$ cat src/hw/slcap_pkg.sv
`default_nettype none
package slcap_pkg;
	// Register map
	localparam logic [11:0] SLCAP_OFF_SLOT_CAP  = 12'h054;
	localparam logic [11:0] SLCAP_OFF_LOCK      = 12'h100;
	localparam logic [11:0] SLCAP_OFF_MSG_STAT  = 12'h104;
	// Field positions of the slot capabilities word
	localparam int SLCAP_HP_LSB   = 0;
	localparam int SLCAP_HP_MSB   = 6;
	localparam int SLCAP_PLV_LSB  = 7;
	localparam int SLCAP_PLV_MSB  = 14;
	localparam int SLCAP_PLS_LSB  = 15;
	localparam int SLCAP_PLS_MSB  = 16;
	localparam int SLCAP_ILK_BIT  = 17;
	localparam int SLCAP_NOCC_BIT = 18;
	// Values after reset
	localparam logic [7:0]  SLCAP_PLV_RST  = 8'h00;
	localparam logic [1:0]  SLCAP_PLS_RST  = 2'h0;
	localparam logic        SLCAP_ILK_RST  = 1'h0;
	localparam logic        SLCAP_LOCK_RST = 1'h1;
	localparam logic [31:0] SLCAP_ZERO     = 32'h0000_0000;
	// Power limit scale encodings
	typedef enum logic [1:0] {
		SLCAP_SCALE_1    = 2'h0,
		SLCAP_SCALE_0P1  = 2'h1,
		SLCAP_SCALE_0P01 = 2'h2,
		SLCAP_SCALE_0P001 = 2'h3
	} slcap_scale_e;
	// Message sender states
	typedef enum logic [1:0] {
		SLCAP_MS_IDLE = 2'b01,
		SLCAP_MS_SEND = 2'b10
	} slcap_msg_e;
endpackage : slcap_pkg
`default_nettype wire

$ cat src/hw/slcap_sync.sv
`timescale 1ns/1ps
`default_nettype none
// Two-flop synchroniser for a level from outside the clock domain
module slcap_sync (
	input  wire logic pclk,
	input  wire logic presetn,
	input  wire logic d_in,
	output logic      q_out
);
	logic meta_ff;
	logic nxt_meta;
	logic sync_ff;
	logic nxt_sync;

	// First flop feeds only the second
	always_comb begin
		nxt_meta = d_in;
		nxt_sync = meta_ff;
	end

	always_ff @(posedge pclk or negedge presetn) begin
		if (!presetn) begin
			meta_ff <= 1'b0;
			sync_ff <= 1'b0;
		end else begin
			meta_ff <= nxt_meta;
			sync_ff <= nxt_sync;
		end
	end

	assign q_out = sync_ff;
endmodule : slcap_sync
`default_nettype wire

$ cat src/hw/slcap_msg.sv
`timescale 1ns/1ps
`default_nettype none
// Holds a power limit message request until the transmit path accepts it
module slcap_msg (
	input  wire logic       pclk,
	input  wire logic       presetn,
	input  wire logic       trigger,
	input  wire logic [7:0] plv,
	input  wire logic [1:0] pls,
	output logic            msg_valid,
	input  wire logic       msg_ready,
	output logic [7:0]      msg_value,
	output logic [1:0]      msg_scale,
	output logic            msg_pending
);
	slcap_pkg::slcap_msg_e state_ff;
	slcap_pkg::slcap_msg_e nxt_state;
	logic [7:0]            val_ff;
	logic [7:0]            nxt_val;
	logic [1:0]            scl_ff;
	logic [1:0]            nxt_scl;
	logic                  again_ff;
	logic                  nxt_again;

	// A trigger during a send is remembered so the newest values still go out
	always_comb begin
		nxt_state = state_ff;
		nxt_val   = val_ff;
		nxt_scl   = scl_ff;
		nxt_again = again_ff;
		case (state_ff)
			slcap_pkg::SLCAP_MS_IDLE: begin
				if (trigger || again_ff) begin
					nxt_state = slcap_pkg::SLCAP_MS_SEND;
					nxt_val   = plv;
					nxt_scl   = pls;
					nxt_again = 1'b0;
				end
			end
			slcap_pkg::SLCAP_MS_SEND: begin
				if (trigger)
					nxt_again = 1'b1;
				if (msg_ready)
					nxt_state = slcap_pkg::SLCAP_MS_IDLE;
			end
			default: nxt_state = slcap_pkg::SLCAP_MS_IDLE;
		endcase
	end

	always_ff @(posedge pclk or negedge presetn) begin
		if (!presetn) begin
			state_ff <= slcap_pkg::SLCAP_MS_IDLE;
			val_ff   <= slcap_pkg::SLCAP_PLV_RST;
			scl_ff   <= slcap_pkg::SLCAP_PLS_RST;
			again_ff <= 1'b0;
		end else begin
			state_ff <= nxt_state;
			val_ff   <= nxt_val;
			scl_ff   <= nxt_scl;
			again_ff <= nxt_again;
		end
	end

	assign msg_valid   = (state_ff == slcap_pkg::SLCAP_MS_SEND);
	assign msg_value   = val_ff;
	assign msg_scale   = scl_ff;
	assign msg_pending = msg_valid | again_ff;
endmodule : slcap_msg
`default_nettype wire

$ cat src/hw/slcap_top.sv
`timescale 1ns/1ps
`default_nettype none
// Summary of operation
// [RQ1] Bits 0 to 6, the hot-plug presence and capability indications, always read zero and ignore writes.
// [RQ2] Bit 18, command-completed support, always reads zero and ignores writes.
// [RQ3] Bit 17, interlock present, is a lockable writable bit resetting to zero with no function behind it.
// [RQ4] Bits 14:7 hold a lockable eight-bit power limit magnitude resetting to zero.
// [RQ5] Bits 16:15 hold a lockable two-bit power limit scale resetting to zero, 0 to 3 meaning 1.0 down to 0.001.
// [RQ6] A power limit message with current magnitude and scale goes out on every register write and on link up.
// [RQ7] With the slot-implemented bit clear, magnitude and scale read zero and cannot be written.
// [RQ8] Lockable fields take writes only while the register lock is released.
module slcap_top (
	input  wire logic        pclk,
	input  wire logic        presetn,
	input  wire logic        psel,
	input  wire logic        penable,
	input  wire logic        pwrite,
	input  wire logic [11:0] paddr,
	input  wire logic [31:0] pwdata,
	input  wire logic [3:0]  pstrb,
	output logic [31:0]      prdata,
	output logic             pready,
	output logic             pslverr,
	input  wire logic        slot_implemented,
	input  wire logic        link_dl_up,
	output logic             msg_valid,
	input  wire logic        msg_ready,
	output logic [7:0]       msg_value,
	output logic [1:0]       msg_scale
);
	logic [7:0]  plv_ff;
	logic [7:0]  nxt_plv;
	logic [1:0]  pls_ff;
	logic [1:0]  nxt_pls;
	logic        ilk_ff;
	logic        nxt_ilk;
	logic        lock_ff;
	logic        nxt_lock;
	logic        dlup_prev_ff;
	logic        nxt_dlup_prev;
	logic [31:0] rdata_ff;
	logic [31:0] nxt_rdata;
	logic        slot_s;
	logic        dlup_s;
	logic        acc;
	logic        wr_acc;
	logic        hit_cap;
	logic        hit_lock;
	logic        hit_stat;
	logic        trigger;
	logic        pending;
	logic        can_lock_wr;
	logic [31:0] cap_word;
	logic        first_ff;
	logic        nxt_first;

	// Pins from the port core come through synchronisers
	slcap_sync u_sync_slot (
		.pclk    (pclk),
		.presetn (presetn),
		.d_in    (slot_implemented),
		.q_out   (slot_s)
	);

	slcap_sync u_sync_dlup (
		.pclk    (pclk),
		.presetn (presetn),
		.d_in    (link_dl_up),
		.q_out   (dlup_s)
	);

	// Decode; zero wait states, so the access phase is the taking edge
	assign acc      = psel & penable;
	assign wr_acc   = acc & pwrite;
	assign hit_cap  = (paddr == slcap_pkg::SLCAP_OFF_SLOT_CAP);
	assign hit_lock = (paddr == slcap_pkg::SLCAP_OFF_LOCK);
	assign hit_stat = (paddr == slcap_pkg::SLCAP_OFF_MSG_STAT);
	assign pready   = 1'b1;
	assign pslverr  = acc & ~(hit_cap | hit_lock | hit_stat);

	// Lockable fields are writable only when unlocked
	assign can_lock_wr = wr_acc & hit_cap & ~lock_ff; // RQ8

	// Composed read value; hot-plug bits and bit 18 stay zero
	always_comb begin
		cap_word = slcap_pkg::SLCAP_ZERO; // RQ1
		cap_word[slcap_pkg::SLCAP_NOCC_BIT] = 1'b0; // RQ2
		cap_word[slcap_pkg::SLCAP_ILK_BIT] = ilk_ff; // RQ3
		if (slot_s) begin
			cap_word[slcap_pkg::SLCAP_PLV_MSB:slcap_pkg::SLCAP_PLV_LSB] = plv_ff; // RQ4
			cap_word[slcap_pkg::SLCAP_PLS_MSB:slcap_pkg::SLCAP_PLS_LSB] = pls_ff; // RQ5
		end
	end

	// Register state; the byte lanes gate each field
	always_comb begin
		nxt_plv  = plv_ff;
		nxt_pls  = pls_ff;
		nxt_ilk  = ilk_ff;
		nxt_lock = lock_ff;
		if (can_lock_wr && slot_s) begin // RQ7
			if (pstrb[0])
				nxt_plv[0] = pwdata[slcap_pkg::SLCAP_PLV_LSB];
			if (pstrb[1])
				nxt_plv[7:1] = pwdata[slcap_pkg::SLCAP_PLV_MSB:slcap_pkg::SLCAP_PLV_LSB + 1]; // RQ4
			if (pstrb[1])
				nxt_pls[0] = pwdata[slcap_pkg::SLCAP_PLS_LSB];
			if (pstrb[2])
				nxt_pls[1] = pwdata[slcap_pkg::SLCAP_PLS_MSB]; // RQ5
		end
		if (can_lock_wr && pstrb[2])
			nxt_ilk = pwdata[slcap_pkg::SLCAP_ILK_BIT]; // RQ3
		if (wr_acc && hit_lock && pstrb[0])
			nxt_lock = pwdata[0];
	end

	always_ff @(posedge pclk or negedge presetn) begin
		if (!presetn) begin
			plv_ff  <= slcap_pkg::SLCAP_PLV_RST;
			pls_ff  <= slcap_pkg::SLCAP_PLS_RST;
			ilk_ff  <= slcap_pkg::SLCAP_ILK_RST;
			lock_ff <= slcap_pkg::SLCAP_LOCK_RST;
		end else begin
			plv_ff  <= nxt_plv;
			pls_ff  <= nxt_pls;
			ilk_ff  <= nxt_ilk;
			lock_ff <= nxt_lock;
		end
	end

	// Read data registered at the setup cycle so it is stable in the access phase
	always_comb begin
		nxt_rdata = rdata_ff;
		if (psel && !penable && !pwrite) begin
			if (paddr == slcap_pkg::SLCAP_OFF_SLOT_CAP)
				nxt_rdata = cap_word;
			else if (paddr == slcap_pkg::SLCAP_OFF_LOCK)
				nxt_rdata = {31'h0, lock_ff};
			else if (paddr == slcap_pkg::SLCAP_OFF_MSG_STAT)
				nxt_rdata = {30'h0, dlup_s, pending};
			else
				nxt_rdata = slcap_pkg::SLCAP_ZERO;
		end
	end

	always_ff @(posedge pclk or negedge presetn) begin
		if (!presetn)
			rdata_ff <= slcap_pkg::SLCAP_ZERO;
		else
			rdata_ff <= nxt_rdata;
	end

	assign prdata = rdata_ff;

	// Link-up edge detect works on the synchronised level only
	always_comb begin
		nxt_dlup_prev = dlup_s;
	end

	always_ff @(posedge pclk or negedge presetn) begin
		if (!presetn)
			dlup_prev_ff <= 1'b0;
		else
			dlup_prev_ff <= nxt_dlup_prev;
	end

	// Marks the first cycle out of reset so the reset values can be checked there
	always_comb begin
		nxt_first = 1'b0;
	end

	always_ff @(posedge pclk or negedge presetn) begin
		if (!presetn)
			first_ff <= 1'b1;
		else
			first_ff <= nxt_first;
	end

	// Any write to the register sends, even a locked one
	assign trigger = (wr_acc & hit_cap) | (dlup_s & ~dlup_prev_ff); // RQ6

	// Message values read zero when no slot is present, matching the register view
	slcap_msg u_msg (
		.pclk        (pclk),
		.presetn     (presetn),
		.trigger     (trigger),
		.plv         (slot_s ? nxt_plv : 8'h00),
		.pls         (slot_s ? nxt_pls : 2'h0),
		.msg_valid   (msg_valid),
		.msg_ready   (msg_ready),
		.msg_value   (msg_value),
		.msg_scale   (msg_scale),
		.msg_pending (pending)
	);

	a_hp_bits_zero: assert property (@(posedge pclk) disable iff (!presetn) // RQ1
		cap_word[6:0] == 7'h00 && cap_word[31:19] == 13'h0000)
		else $error("hot-plug bits not zero");

	a_nocc_zero: assert property (@(posedge pclk) disable iff (!presetn) // RQ2
		cap_word[18] == 1'b0)
		else $error("bit 18 not zero");

	a_ilk_locked_hold: assert property (@(posedge pclk) disable iff (!presetn) // RQ3
		lock_ff |=> $stable(ilk_ff))
		else $error("interlock bit changed while locked");

	a_plv_write_takes: assert property (@(posedge pclk) disable iff (!presetn) // RQ4
		(can_lock_wr && slot_s && pstrb[1:0] == 2'h3) |=> plv_ff == $past(pwdata[14:7]))
		else $error("power value write lost");

	a_pls_write_takes: assert property (@(posedge pclk) disable iff (!presetn) // RQ5
		(can_lock_wr && slot_s && pstrb[2:1] == 2'h3) |=> pls_ff == $past(pwdata[16:15]))
		else $error("power scale write lost");

	a_msg_on_write: assert property (@(posedge pclk) disable iff (!presetn) // RQ6
		(wr_acc && hit_cap) |-> ##[1:3] msg_valid)
		else $error("no message after write");

	a_msg_on_linkup: assert property (@(posedge pclk) disable iff (!presetn) // RQ6
		$rose(dlup_s) |-> ##[1:3] msg_valid)
		else $error("no message after link up");

	a_noslot_read_zero: assert property (@(posedge pclk) disable iff (!presetn) // RQ7
		!slot_s |-> cap_word[16:7] == 10'h000)
		else $error("power fields visible without slot");

	a_locked_no_write: assert property (@(posedge pclk) disable iff (!presetn) // RQ8
		lock_ff |=> ($stable(plv_ff) && $stable(pls_ff)))
		else $error("power field changed while locked");

	// Read path: the word loaded in the setup cycle is what leaves the bus
	a_rd_hp_zero: assert property (@(posedge pclk) disable iff (!presetn) // RQ1
		(psel && !penable && !pwrite && hit_cap) |=> prdata[6:0] == 7'h00)
		else $error("hot-plug bits read back nonzero");

	a_rd_nocc_zero: assert property (@(posedge pclk) disable iff (!presetn) // RQ2
		(psel && !penable && !pwrite && hit_cap) |=> prdata[18] == 1'b0)
		else $error("bit 18 read back nonzero");

	a_rd_noslot_zero: assert property (@(posedge pclk) disable iff (!presetn) // RQ7
		(psel && !penable && !pwrite && hit_cap && !slot_s) |=> prdata[16:7] == 10'h000)
		else $error("power fields read back without slot");

	a_rd_lock_view: assert property (@(posedge pclk) disable iff (!presetn) // RQ8
		(psel && !penable && !pwrite && hit_lock) |=> prdata[0] == $past(lock_ff))
		else $error("lock bit read back wrong");

	// Values after reset, seen in the first cycle out of reset
	a_ilk_reset_zero: assert property (@(posedge pclk) disable iff (!presetn) // RQ3
		first_ff |-> ilk_ff == slcap_pkg::SLCAP_ILK_RST)
		else $error("interlock bit not zero after reset");

	a_plv_reset_zero: assert property (@(posedge pclk) disable iff (!presetn) // RQ4
		first_ff |-> plv_ff == slcap_pkg::SLCAP_PLV_RST)
		else $error("power value not zero after reset");

	a_pls_reset_zero: assert property (@(posedge pclk) disable iff (!presetn) // RQ5
		first_ff |-> pls_ff == slcap_pkg::SLCAP_PLS_RST)
		else $error("power scale not zero after reset");

	a_lock_reset_set: assert property (@(posedge pclk) disable iff (!presetn) // RQ8
		first_ff |-> lock_ff == slcap_pkg::SLCAP_LOCK_RST)
		else $error("lock not set after reset");

	// Field writes and their byte lanes
	a_ilk_write_takes: assert property (@(posedge pclk) disable iff (!presetn) // RQ3
		(can_lock_wr && pstrb[2]) |=> ilk_ff == $past(pwdata[17]))
		else $error("interlock bit write lost");

	a_plv_lane_gate: assert property (@(posedge pclk) disable iff (!presetn) // RQ4
		(can_lock_wr && slot_s && !pstrb[1]) |=> plv_ff[7:1] == $past(plv_ff[7:1]))
		else $error("power value changed without its lane");

	a_pls_lane_gate: assert property (@(posedge pclk) disable iff (!presetn) // RQ5
		(can_lock_wr && slot_s && !pstrb[2]) |=> pls_ff[1] == $past(pls_ff[1]))
		else $error("power scale changed without its lane");

	a_noslot_hold: assert property (@(posedge pclk) disable iff (!presetn) // RQ7
		!slot_s |=> ($stable(plv_ff) && $stable(pls_ff)))
		else $error("power field written without slot");

	a_lock_wr_takes: assert property (@(posedge pclk) disable iff (!presetn) // RQ8
		(wr_acc && hit_lock && pstrb[0]) |=> lock_ff == $past(pwdata[0]))
		else $error("lock write lost");

	// Message request towards the transmit path
	a_msg_hold: assert property (@(posedge pclk) disable iff (!presetn) // RQ6
		(msg_valid && !msg_ready) |=> (msg_valid && $stable(msg_value) && $stable(msg_scale)))
		else $error("message dropped or changed before acceptance");

	a_msg_write_value: assert property (@(posedge pclk) disable iff (!presetn) // RQ6
		(wr_acc && hit_cap && !pending && slot_s) |=> (msg_value == plv_ff && msg_scale == pls_ff))
		else $error("message does not carry current limit");

	a_unmapped_no_msg: assert property (@(posedge pclk) disable iff (!presetn) // RQ6
		(wr_acc && !hit_cap && !pending && !trigger) |=> !msg_valid)
		else $error("message without a trigger");

	a_msg_noslot_zero: assert property (@(posedge pclk) disable iff (!presetn) // RQ7
		(trigger && !pending && !slot_s) |=> (msg_value == 8'h00 && msg_scale == 2'h0))
		else $error("message carries power fields without slot");
endmodule : slcap_top
`default_nettype wire

$ cat config.mk
export PLATFORM = sky130hd
export DESIGN_NAME = slcap_top
export DESIGN_NICKNAME = d
export VERILOG_FILES = /design/src/hw/slcap_pkg.sv /design/src/hw/slcap_sync.sv /design/src/hw/slcap_msg.sv /design/src/hw/slcap_top.sv
export SDC_FILE = /design/constraint.sdc
export NUM_CORES = 1
export LEC_CHECK = 0
export ABC_CLOCK_PERIOD_IN_PS = 2100
export BUFFER_PORTS_ARGS = -buffer_cell sky130_fd_sc_hd__clkbuf_2
export CORE_MARGIN = 8
export CORE_UTILIZATION = 44
export DETAILED_ROUTE_END_ITERATION = 12
export PLACE_DENSITY_LB_ADDON = 0.15
export SLEW_MARGIN = 20
export SYNTH_ARGS = -nofsm -noshare
export SYNTH_HDL_FRONTEND = slang
export SYNTH_SLANG_ARGS = --single-unit
$ cat constraint.sdc
create_clock -name pclk -period 2.1 [get_ports pclk]
set_clock_uncertainty 0.05 [all_clocks]
set_input_delay 0.105 -clock pclk [delete_from_list [all_inputs] [get_ports pclk]]
set_output_delay 0.105 -clock pclk [all_outputs]
set_load 0.03 [all_outputs]
# After elaboration in Yosys (flattened, before gate mapping)
# Index checks and enable logic that the tools add are counted.
[totals] wordCells=66 input_bits=56 out_inout_bits=45 reg_bits=62
[classes] bitwise_logic=13 reduce_logical=13 eq_ne=8 mux=18
[ops] cell="$eq A12 B9 Y1 const B" n=2
[ops] cell="$mux W18" n=1
[ops] cell="$mux W8" n=2
[ops] cell="$eq A12 B7 Y1 const B" n=1
[ops] cell="$mux W2" n=6
[ops] cell="$mux W10" n=1
[ops] cell="$mux W7" n=1
[ops] cell="$and A1 B1 Y1" n=6
[ops] cell="$logic_and A1 B1 Y1" n=6
[ops] cell="$mux W1" n=5
[ops] cell="$ne A2 B1 Y1 const B" n=2
[ops] cell="$or A1 B1 Y1" n=4
[ops] cell="$pmux W2 S2" n=1
[ops] cell="$reduce_and A2 Y1" n=2
[ops] cell="$not A1 Y1" n=3
[ops] cell="$reduce_and A3 Y1" n=1
[ops] cell="$eq A2 B1 Y1 const B" n=1
[ops] cell="$eq A2 B2 Y1 const B" n=1
[ops] cell="$logic_not A1 Y1" n=2
[ops] cell="$ne A2 B2 Y1 const B" n=1
[ops] cell="$pmux W1 S2" n=1
[ops] cell="$reduce_bool A2 Y1" n=1
[ops] cell="$logic_or A1 B1 Y1" n=1

# Depth between registers and ports, before layout
# Gate-level depths: netlist of the first run.
[depth] depth_word=7 depth_mapped=7 depth_no_buf=7

# Modules after synthesis
# From an unflattened synthesis of the first run, not the netlist that was laid out.
[hier_totals] hier_cells=184 area_unflattened_um2=2140.8
[by_module_without_submodules] mod="slcap_top" area_each_um2=1501.4 cells_per_inst=146 seq_area_each_um2=651.9 n_inst=1
[by_module_without_submodules] mod="slcap_msg" area_each_um2=539.3 cells_per_inst=34 seq_area_each_um2=326.6 n_inst=1
[by_module_without_submodules] mod="slcap_sync" area_each_um2=50.0 cells_per_inst=2 seq_area_each_um2=50.0 n_inst=2

# Worst setup path after synthesis of the first run
# OpenSTA, ideal clock, no wires.
[synth_timing] kind="in2reg" from="in paddr[10]" to="reg u_msg.scl_ff[0] (netlist: u_msg.msg_scale[0])" setup_slack_ns=0.013 path_buffers=1 arrival_ns=1.916 setup_ns=0.121 required_ns=1.929 path_stages=5 path_cell_list="or4_4 or4b_1 a211o_1 buf_6 a22o_1"
[synth_via] elab_chain_cells=6 word_cells_on_any_way=9 cone_classes="eq/ne: 1; mux: 2; bitwise: 3; reduce/logical: 3"
[synth_rtl] item="start: declaration" line_no="slcap_top.sv:18" rtl="input wire logic [11:0] paddr,"
[synth_rtl] item="$eq A12 B7 Y1 (*)" line_no="slcap_top.sv:75" rtl="assign hit_cap = (paddr == slcap_pkg::SLCAP_OFF_SLOT_CAP);"
[synth_rtl] item="$and A1 B1 Y1 (*)" line_no="slcap_top.sv:82, slcap_top.sv:180"
[synth_rtl] item="$and A1 B1 Y1" line_no="slcap_top.sv:82" rtl="assign can_lock_wr = wr_acc & hit_cap & ~lock_ff;"
[synth_rtl] item="$logic_and A1 B1 Y1" line_no="slcap_top.sv:101" rtl="if (can_lock_wr && slot_s) begin"
[synth_rtl] item="$mux W2" line_no="slcap_top.sv:101"
[synth_rtl] item="$mux W2" line_no="slcap_top.sv:188" rtl=".pls (slot_s ? nxt_pls : 2'h0),"
[synth_rtl] item="end signal: assignment" line_no="slcap_msg.sv:54" rtl="scl_ff <= slcap_pkg::SLCAP_PLS_RST;"
[synth_rtl] item="end signal: assignment" line_no="slcap_msg.sv:59" rtl="scl_ff <= nxt_scl;"
[synth_rtl] item="end: declaration" line_no="slcap_msg.sv:20" rtl="logic [1:0] scl_ff;"
# Mark *: on every way between the ends. The rest lies on a longest branch, timed or not.
# A chain may end at the register's enable or synchronous reset.

# Worst setup path in the final report of the first run
[layout_timing] from="in paddr[10]" to="out pslverr"
[layout_via] elab_chain_cells=5 word_cells_on_any_way=7 cone_classes="eq/ne: 3; bitwise: 4"
[layout_rtl] item="$eq A12 B7 Y1 / $eq A12 B9 Y1 (equally long branches)" line_no="slcap_top.sv:75, slcap_top.sv:76"
[layout_rtl] item="$or A1 B1 Y1" line_no="slcap_top.sv:79" rtl="assign pslverr = acc & ~(hit_cap | hit_lock | hit_stat);"
[layout_rtl] item="$or A1 B1 Y1 (*)" line_no="slcap_top.sv:79"
[layout_rtl] item="$not A1 Y1 (*)" line_no="slcap_top.sv:79"
[layout_rtl] item="$and A1 B1 Y1 (*)" line_no="slcap_top.sv:79"
[layout_rtl] item="end: declaration" line_no="slcap_top.sv:23" rtl="output logic pslverr,"
# Marks and branches as above.

==> reports/results.tsv, run 1 <==
metric	value	unit
cellLeakagePower	0.00124	uW
cts_made_buffers	5	
min_period	1980	ps
cts_tree	built	
drive_gt1_frac	0.429	
grt_setup_unrepaired	no	
critPathCaptureType	output port	
post-place-ws	-146	ps
status	complete, no violations	
relSlewSlack	0.644	
routed_wl	4.33	mm
synth_area	1840	um2
yosysTopAreaCell	dfrtp_1	
finalSetupViolCount	0	
clk_latency	290	ps
max-cap-violations	0	
hold_path_class	input port to flip-flop	
cts_max_path_buffers	2	
synthArstFlopShare	1.00	
wl_per_cell	16.1	um
cp-start-kind	input port	
dr.pass1.iters	4	
synth_cell_type_count	31	
die_w	80.6	um
ys_seq_area_frac	0.587	
critical-path-slowest-cell	or4_1	
fp.dieH	80.6	um
grt_usage	0.133	
die-area	6500	um2
cp.required	1950	ps
antenna_cells	0	
synth_area_leaders	dfrtp_1 56%, a22o_1 9.5%, buf_4 8.2%	
synth_edf_count	0	
hold_slack	10.9	ps
cts-root-buf	clkbuf_8	
vias_per_cell	4.89	
finalSetupTns	0	ps
nFillCells	358	
hpwl	3.34	mm
p_per_area	650	nW/um2
fmax	0.505	GHz
grt_pass1_wl	6.80	mm
portBuffers	59	
clock-sinks	43	
cts_max_level	2	
drv_slew	0	
cp_max_fo	4	
max_stage_delay	570	ps
clkTransAtPathRegs	80	ps
yosysWarningCount	0	
synth-seq-cells	43	
worstPathArrival	1830	ps
rows	23	
cpMostUsedCell	clkbuf_2	
avgSynthCellArea	12.9	um2
core	4000	um2
final_area	2310	um2
gp_congestion	0.740	
pin_count	101	
nets	274	
path_class	input port to output port	
grt.overflow.total	0	
synth_ff_type	dfrtp_1	
cts-resized-gates	0	
final_hold_viol_count	0	
num_vias	1315	
drt_first_iter_violations	50	
initial_core_util	0.459	
placed_area	2180	um2
peakVddDrop	370	uV
antenna_left	0	
antenna_found_initial	0	
worst_pin_slew	534	ps
period_share	0.943	
grt_max_degree	44	
setup.worst_path.start	paddr[10]	
crit_chain	clkbuf_2 > or4_4 > buf_4 > or4_1 > and4b_1 > clkbuf_2	
hp-start	pwdata[17]	
utilization	0.576	
post-route-drc-count	0	
r2r-start	u_sync_slot.q_out$_DFF_PN0_	
setup_slack	120	ps
syn_inst	143	
synth_top_area_frac	0.558	
first_global_vias	1417	
area_growth	25.5	%
cell usage after synthesis (all sizes together), types with 2 or more instances:
cell type and instances:
a22o 20, buf 21, clkbuf 2, conb 2, dfrtp 41, dfstp 2
inv 6, mux2 12, nand2 7, nand3b 4, nand4b 2, nor2 4
o21ai 2, o31ai 2, or4 4
critical path: cells and delay by family:
family                 cells  cell delay (ps)
and+or+nand+nor            3             1300
buffers and inverters      3              420
cell type report:
cell class                 count  area, um2  area share
sequential                    43       1080       0.468
multi-input combinational     89        636       0.276
timing repair buffer          73        423       0.183
clock buffer                   7       76.3      0.0331
tap                           50       62.6      0.0271
inverter                       6       22.5     0.00977
clock inverter                 1       7.51     0.00326
cells in the final DEF, fill, tap and decap left out, types with 2 or more instances in the layout:
cell type,count
inv_1,5
buf_4,9
nand2_1,7
dlygate4sd3_1,4
clkbuf_8,5
nor2_1,3
a22o_1,20
clkbuf_2,59
nand3b_1,4
nand4b_1,2
or4_1,3
mux2_2,12
clkbuf_1,2
o31ai_1,2
dfrtp_1,41
conb_1,20
o21ai_0,2
dfstp_2,2
sequential cells by signal, summed over array words and instances, names as in the netlist:
register and cells:
ilk_ff 1, prdata 13, u_msg.msg_scale 2, u_msg.state_ff 2, lock_ff 1, u_sync_slot.q_out 1
plv_ff 8, u_sync_slot.meta_ff 1, u_sync_dlup.meta_ff 1, u_msg.again_ff 1, u_sync_dlup.q_out 1, pls_ff 2
u_msg.msg_value 8, dlup_prev_ff 1
path summary, 6_finish.rpt:
kind                       slack [ps]                              to  cells past startpoint
hold reg to reg                   300     u_sync_dlup.q_out$_DFF_PN0_                      0
max in group asynchronous        1250   u_msg.state_ff[0]$_DFFE_PN1P_                      3
setup / recovery                  120                         pslverr                      6
min in group asynchronous         370             plv_ff[2]$_DFF_PN0_                      3
hold / removal                     10              ilk_ff$_DFFE_PN0P_                      2
setup reg to reg                  450  u_msg.msg_value[3]$_DFFE_PN0P_                      6
stage by stage:
step,total power (uW),cells
2_1_floorplan,966,161
3_3_place_gp,1000,257
3_5_place_dp,1000,257
4_1_cts,1510,269
5_1_grt,1560,269
6_report,1500,269
cells by family (layout without fill, tap and decap cells):
family	count (synthesis)	in the layout	synth area share
flip-flops	43	43	0.587
AO/OA/AOI/OAI	28	28	0.125
buffers and inverters	29	87	0.104
AND/OR/NAND/NOR	29	29	0.106
multiplexers	12	12	0.0735
other	2	20	0.00409
report_power, final:
part           internal [uW]  switching, uW
Sequential               837           4.93
Combinational           47.3            105
Clock                    235            269
layer usage:
| metal | wire (um) | GRT usage | vias to the layer above |
|---|---|---|---|
| li1 | - | - | 627 |
| met1 | 1880 | 0.162 | 635 |
| met2 | 2060 | 0.217 | 49 |
| met3 | 360 | 0.0446 | 4 |
| met4 | 29 | 0.0418 | 0 |
| met5 | 0 | 0 | - |
repair_timing:
item	4_1_cts	5_1_grt
hold buffers	4	0
setup buffers	0	0
endpoints found under the hold margin	44	0
Note: power is estimated with default switching activity, not from simulation.
==> run 2: changes to the inputs <==
--- a/config.mk
+++ b/config.mk
@@ -7,6 +7,7 @@
 export LEC_CHECK = 0
 export ABC_CLOCK_PERIOD_IN_PS = 2100
 export BUFFER_PORTS_ARGS = -buffer_cell sky130_fd_sc_hd__clkbuf_2
+export CORE_ASPECT_RATIO = 0.8
 export CORE_MARGIN = 8
 export CORE_UTILIZATION = 44
 export DETAILED_ROUTE_END_ITERATION = 12
==> run 2 against run 1 <==
Effect of this change:
- register-to-register slack hardly changed
- cell area is 1.1% higher
- largest cell class unchanged
- via count is 2.1% higher
- routed wire length is 0.72% higher
- sequential share of layout area is 0.53 points lower
- worst setup slack worse by 24 ps
- first-iteration DRC count is 52% higher
==> reports/results.tsv, run 2 (synthesis results as in run 1) <==
metric	value	unit
pin_count	101	
ff2ff_setup_slack	440	ps
post-route-drc-count	0	
layout_commonest_cell	clkbuf_2	
rows	21	
hp-start	pwdata[0]	
final_cells	277	
largest_reg_flops	13	
drive_gt1_frac	0.432	
critPathCaptureType	output port	
gp_congestion	0.826	
layout.cells.most_common_list	59 x clkbuf_2, 41 x dfrtp_1, 20 x a22o_1, 20 x conb_1, 12 x mux2_2	
routed_wl	4.36	mm
placed_area	2190	um2
first_global_vias	1412	
antenna_found_initial	0	
status	complete, no violations	
core	4100	um2
nets	275	
cts-root-buf	clkbuf_8	
finalSetupViolCount	0	
initial_core_util	0.448	
fmax	0.499	GHz
cellLeakagePower	0.00125	uW
num_vias	1342	
die_w	88.3	um
grt_setup_unrepaired	no	
vias_per_cell	4.84	
fp.dieH	73.8	um
antenna_left	0	
antenna_cells	0	
clkTransAtPathRegs	70	ps
cp.required	1950	ps
cts_max_level	2	
path_class	input port to output port	
cts_made_buffers	5	
cts_tree	built	
r2r-start	u_sync_slot.q_out$_DFF_PN0_	
grt.overflow.total	0	
cp-start-kind	input port	
drt_first_iter_violations	76	
nFillCells	344	
final_hold_viol_count	0	
clock-sinks	43	
drv_slew	0	
grt_pass1_wl	7.10	mm
die-area	6510	um2
setup.worst_path.start	paddr[10]	
clk_latency	290	ps
grt_max_degree	27	
cts_max_path_buffers	2	
dr.pass1.iters	4	
final_area	2330	um2
hold_slack	15.2	ps
hpwl	3.40	mm
area_growth	26.9	%
p_per_area	691	nW/um2
max-cap-violations	0	
worstPathArrival	1850	ps
cts-resized-gates	0	
wl_per_cell	15.7	um
worst_pin_slew	608	ps
peakVddDrop	338	uV
grt_usage	0.143	
relSlewSlack	0.595	
placed_cells_incl_taps	265	
period_share	0.954	
min_period	2000	ps
utilization	0.569	
cp_max_fo	4	
portBuffers	59	
hold_path_class	input port to flip-flop	
-- run 2: cell types whose count changed in the layout (fill, tap and decap cells not counted) --
cell / previous run / this run
bufinv_16: 0 / 1
clkinvlp_4: 1 / 0
buf_4: 9 / 11
buf_12: 1 / 0
-- run 2: critical path, stage by stage --
cell      delay (ps)
clkbuf_2          80
or4_4            520
buf_4            170
or4_1            580
and4b_1          210
clkbuf_2         180
-- run 2: path summary, 6_finish.rpt --
| path | end | cells past startpoint |
|---|---|---|
| max | pslverr | 6 |
| min reg2reg | u_sync_slot.q_out$_DFF_PN0_ | 0 |
| min in group asynchronous | prdata[10]$_DFFE_PN0P_ | 2 |
| max in group asynchronous | prdata[13]$_DFFE_PN0P_ | 3 |
| min | lock_ff$_DFFE_PN1P_ | 2 |
| max reg2reg | u_msg.msg_value[5]$_DFFE_PN0P_ | 6 |
-- run 2: per-layer routing --
layer  vias up  part of all wire  global-route usage
met5         -                 0                   0
met4         0            0.0076              0.0449
met3         5             0.086              0.0492
met2        51              0.49               0.230
met1       659              0.42               0.176
li1        627                 -                   -
-- run 2: layout make-up --
cell class,count,area [um2],share of cell area
flip-flops and latches,43,1080,0.462
multi-input cells,89,636,0.273
repair buffers,74,418,0.179
clock buffers,7,76.3,0.0327
well taps,57,71.3,0.0306
clock inverters,1,30.0,0.0129
inverters,6,22.5,0.00966
-- run 2: timing repair --
item                      CTS  global route
hold buffers                4             0
hold endpoints to repair   26             0
setup buffers               0             0
-- run 2: power breakdown --
part | leakage [uW] | internal [uW] | switching [uW]
logic | 0.000616 | 45.5 | 105
registers | 0.000582 | 837 | 4.65
clock network | 0.0000524 | 356 | 263
-- run 2: stage by stage --
step / power [uW] / worst slack [ps] / TNS [ps]
detailed placement: 1000 / -158 / -1400
CTS: 1630 / 97.7 / 0
global placement: 999 / -116 / -1110
global route: 1690 / 33.9 / 0
floorplan: 966 / 12.7 / 0
finish: 1610 / 95.8 / 0
==> run 3: changes to the inputs <==
--- a/config.mk
+++ b/config.mk
@@ -5,11 +5,12 @@
 export SDC_FILE = /design/constraint.sdc
 export NUM_CORES = 1
 export LEC_CHECK = 0
+export ABC_AREA = 1
 export ABC_CLOCK_PERIOD_IN_PS = 2100
 export BUFFER_PORTS_ARGS = -buffer_cell sky130_fd_sc_hd__clkbuf_2
 export CORE_ASPECT_RATIO = 0.8
 export CORE_MARGIN = 8
-export CORE_UTILIZATION = 44
+export CORE_UTILIZATION = 48
 export DETAILED_ROUTE_END_ITERATION = 12
 export PLACE_DENSITY_LB_ADDON = 0.15
 export SLEW_MARGIN = 20
==> run 3 against run 2 <==
Effect of this change:
- register-to-register slack gained 100 ps
- combinational power grew to 2.6 times the previous value
- sequential share of layout area shrank 6.7 points
- global-route usage grew 2.0 points
- critical endpoint is now u_msg.msg_scale[1]$_DFFE_PN0P_
==> reports/results.tsv, run 3 <==
metric	value	unit
worst_pin_slew	802	ps
fmax	0.643	GHz
layout.cells.most_common_list	69 x nand2_1, 59 x clkbuf_2, 43 x inv_1, 41 x dfrtp_1, 20 x conb_1	
grt.overflow.total	0	
synthArstFlopShare	1.00	
hold_path_class	input port to flip-flop	
largest_reg_flops	13	
routed_wl	5.76	mm
yosysWarningCount	0	
relSlewSlack	0.464	
synth_edf_count	0	
cts_max_path_buffers	2	
yosysTopAreaCell	dfrtp_1	
hp-start	pwdata[17]	
synth_cell_type_count	30	
min_period	1560	ps
hpwl	4.36	mm
cp-start-kind	flip-flop	
cts_max_level	2	
pin_count	101	
dr.pass1.iters	4	
drt_first_iter_violations	140	
initial_core_util	0.504	
cts_made_buffers	5	
worstPathArrival	1740	ps
setup.worst_path.start	u_msg.state_ff[0]$_DFFE_PN1P_	
ys_seq_area_frac	0.462	
max-cap-violations	0	
grt_setup_unrepaired	no	
die-area	7360	um2
grt_usage	0.164	
synth_common_cells	69 x nand2_1, 43 x inv_1, 41 x dfrtp_1	
antenna_cells	0	
clkTransAtPathRegs	80	ps
drv_slew	0	
die_w	93.9	um
nets	403	
gp_congestion	0.820	
max_stage_delay	530	ps
cp_max_fo	12	
synth_top_area_frac	0.440	
finalPower	1810	uW
final_cells	408	
synth-seq-cells	43	
synth_ff_type	dfrtp_1	
clock-sinks	43	
first_global_vias	2094	
period_share	0.741	
fp.dieH	78.3	um
status	complete, no violations	
num_vias	2023	
placed_cells_incl_taps	395	
vias_per_cell	4.96	
cts_tree	built	
grt_pass1_wl	9.71	mm
post-route-drc-count	0	
final_area	2730	um2
r2r-start	u_msg.state_ff[0]$_DFFE_PN1P_	
final_hold_viol_count	0	
cp.required	2290	ps
cellLeakagePower	0.00152	uW
core	4620	um2
nFillCells	457	
antenna_left	0	
area_growth	16.8	%
portBuffers	59	
synth.most_common_cell	nand2_1	
cts-resized-gates	0	
placed_area	2590	um2
rows	22	
drive_gt1_frac	0.256	
path_class	flip-flop to flip-flop	
grt_max_degree	27	
synth_area	2330	um2
holdBufCountCts	5	
synth_area_leaders	dfrtp_1 44%, nand2_1 11%, inv_1 6.9%	
critical-path-slowest-cell	dfstp_2	
syn_inst	284	
peakVddDrop	471	uV
crit_chain	inv_1 > nor2_1 > nand2_2 > nor2_8 > nand3_1 > nand2_1	
finalSetupTns	0	ps
clk_latency	290	ps
utilization	0.589	
finalSetupViolCount	0	
critPathCaptureType	flip-flop	
avgSynthCellArea	8.21	um2
cts-root-buf	clkbuf_8	
p_per_area	666	nW/um2
layout_commonest_cell	nand2_1	
antenna_found_initial	0	
wl_per_cell	14.1	um
post-cts-setup-buffer-count	0	
run 3: changes by cell type after synthesis, moves of 9 or more:
| cell | before | now |
|---|---|---|
| and2_1 | 0 | 10 |
| mux2_2 | 12 | 0 |
| o41ai_1 | 0 | 10 |
| o21ai_0 | 2 | 11 |
| nor2_1 | 3 | 15 |
| nand4_1 | 1 | 10 |
| a22o_1 | 20 | 0 |
| inv_1 | 5 | 43 |
| nand2_1 | 7 | 69 |
| nand3_1 | 0 | 14 |
run 3: final cells by class:
type                       count  area, um2  share of cell area
sequential                    43       1080               0.396
multi-input combinational    184        950               0.348
timing repair buffer          67        368               0.135
inverter                      46        173              0.0634
clock buffer                   7       76.3              0.0280
tap                           60       75.1              0.0275
clock inverter                 1       5.00             0.00184
run 3: worst paths after layout:
kind / end / slack (ps) / depth (start not counted)
worst max-delay path: u_msg.msg_scale[1]$_DFFE_PN0P_ / 540 / 6
worst min register to register: u_sync_dlup.q_out$_DFF_PN0_ / 300 / 0
max in group asynchronous: lock_ff$_DFFE_PN1P_ / 990 / 3
min in group asynchronous: u_msg.msg_value[3]$_DFFE_PN0P_ / 240 / 2
worst max register to register: u_msg.msg_scale[1]$_DFFE_PN0P_ / 540 / 6
worst min-delay path: ilk_ff$_DFFE_PN0P_ / 10 / 3
run 3: kinds of logic (layout without fill, tap and decap cells):
family / count (synthesis) / after routing / synth area share
AO/OA/AOI/OAI: 26 / 26 / 0.0746
buffers and inverters: 75 / 121 / 0.159
flip-flops: 43 / 43 / 0.462
other: 2 / 20 / 0.00322
AND/OR/NAND/NOR: 138 / 138 / 0.300
run 3: report_power, final:
group,switching [uW],total [uW],internal (uW)
clock network,274,508,234
logic,286,391,104
registers,32.5,916,884
total,593,1810,1220
run 3: metrics by stage:
step / hold WS [ps] / worst slack (ps)
global placement: 30.5 / 541
floorplan: -241 / 662
CTS: 3.80 / 527
detailed placement: 32.9 / 446
finish: 10.9 / 544
global route: 6.96 / 404
run 3: critical path, delay by kind of cell (launching register included):
family / cells / cell delay (ps)
buffers and inverters: 1 / 30
flip-flops: 1 / 530
AND/OR/NAND/NOR: 5 / 880
run 3: metal layers:
metal,global-route usage,share of wire
met2,0.274,0.47
met4,0.0506,0.0092
met1,0.199,0.43
met5,0,0
met3,0.0456,0.084
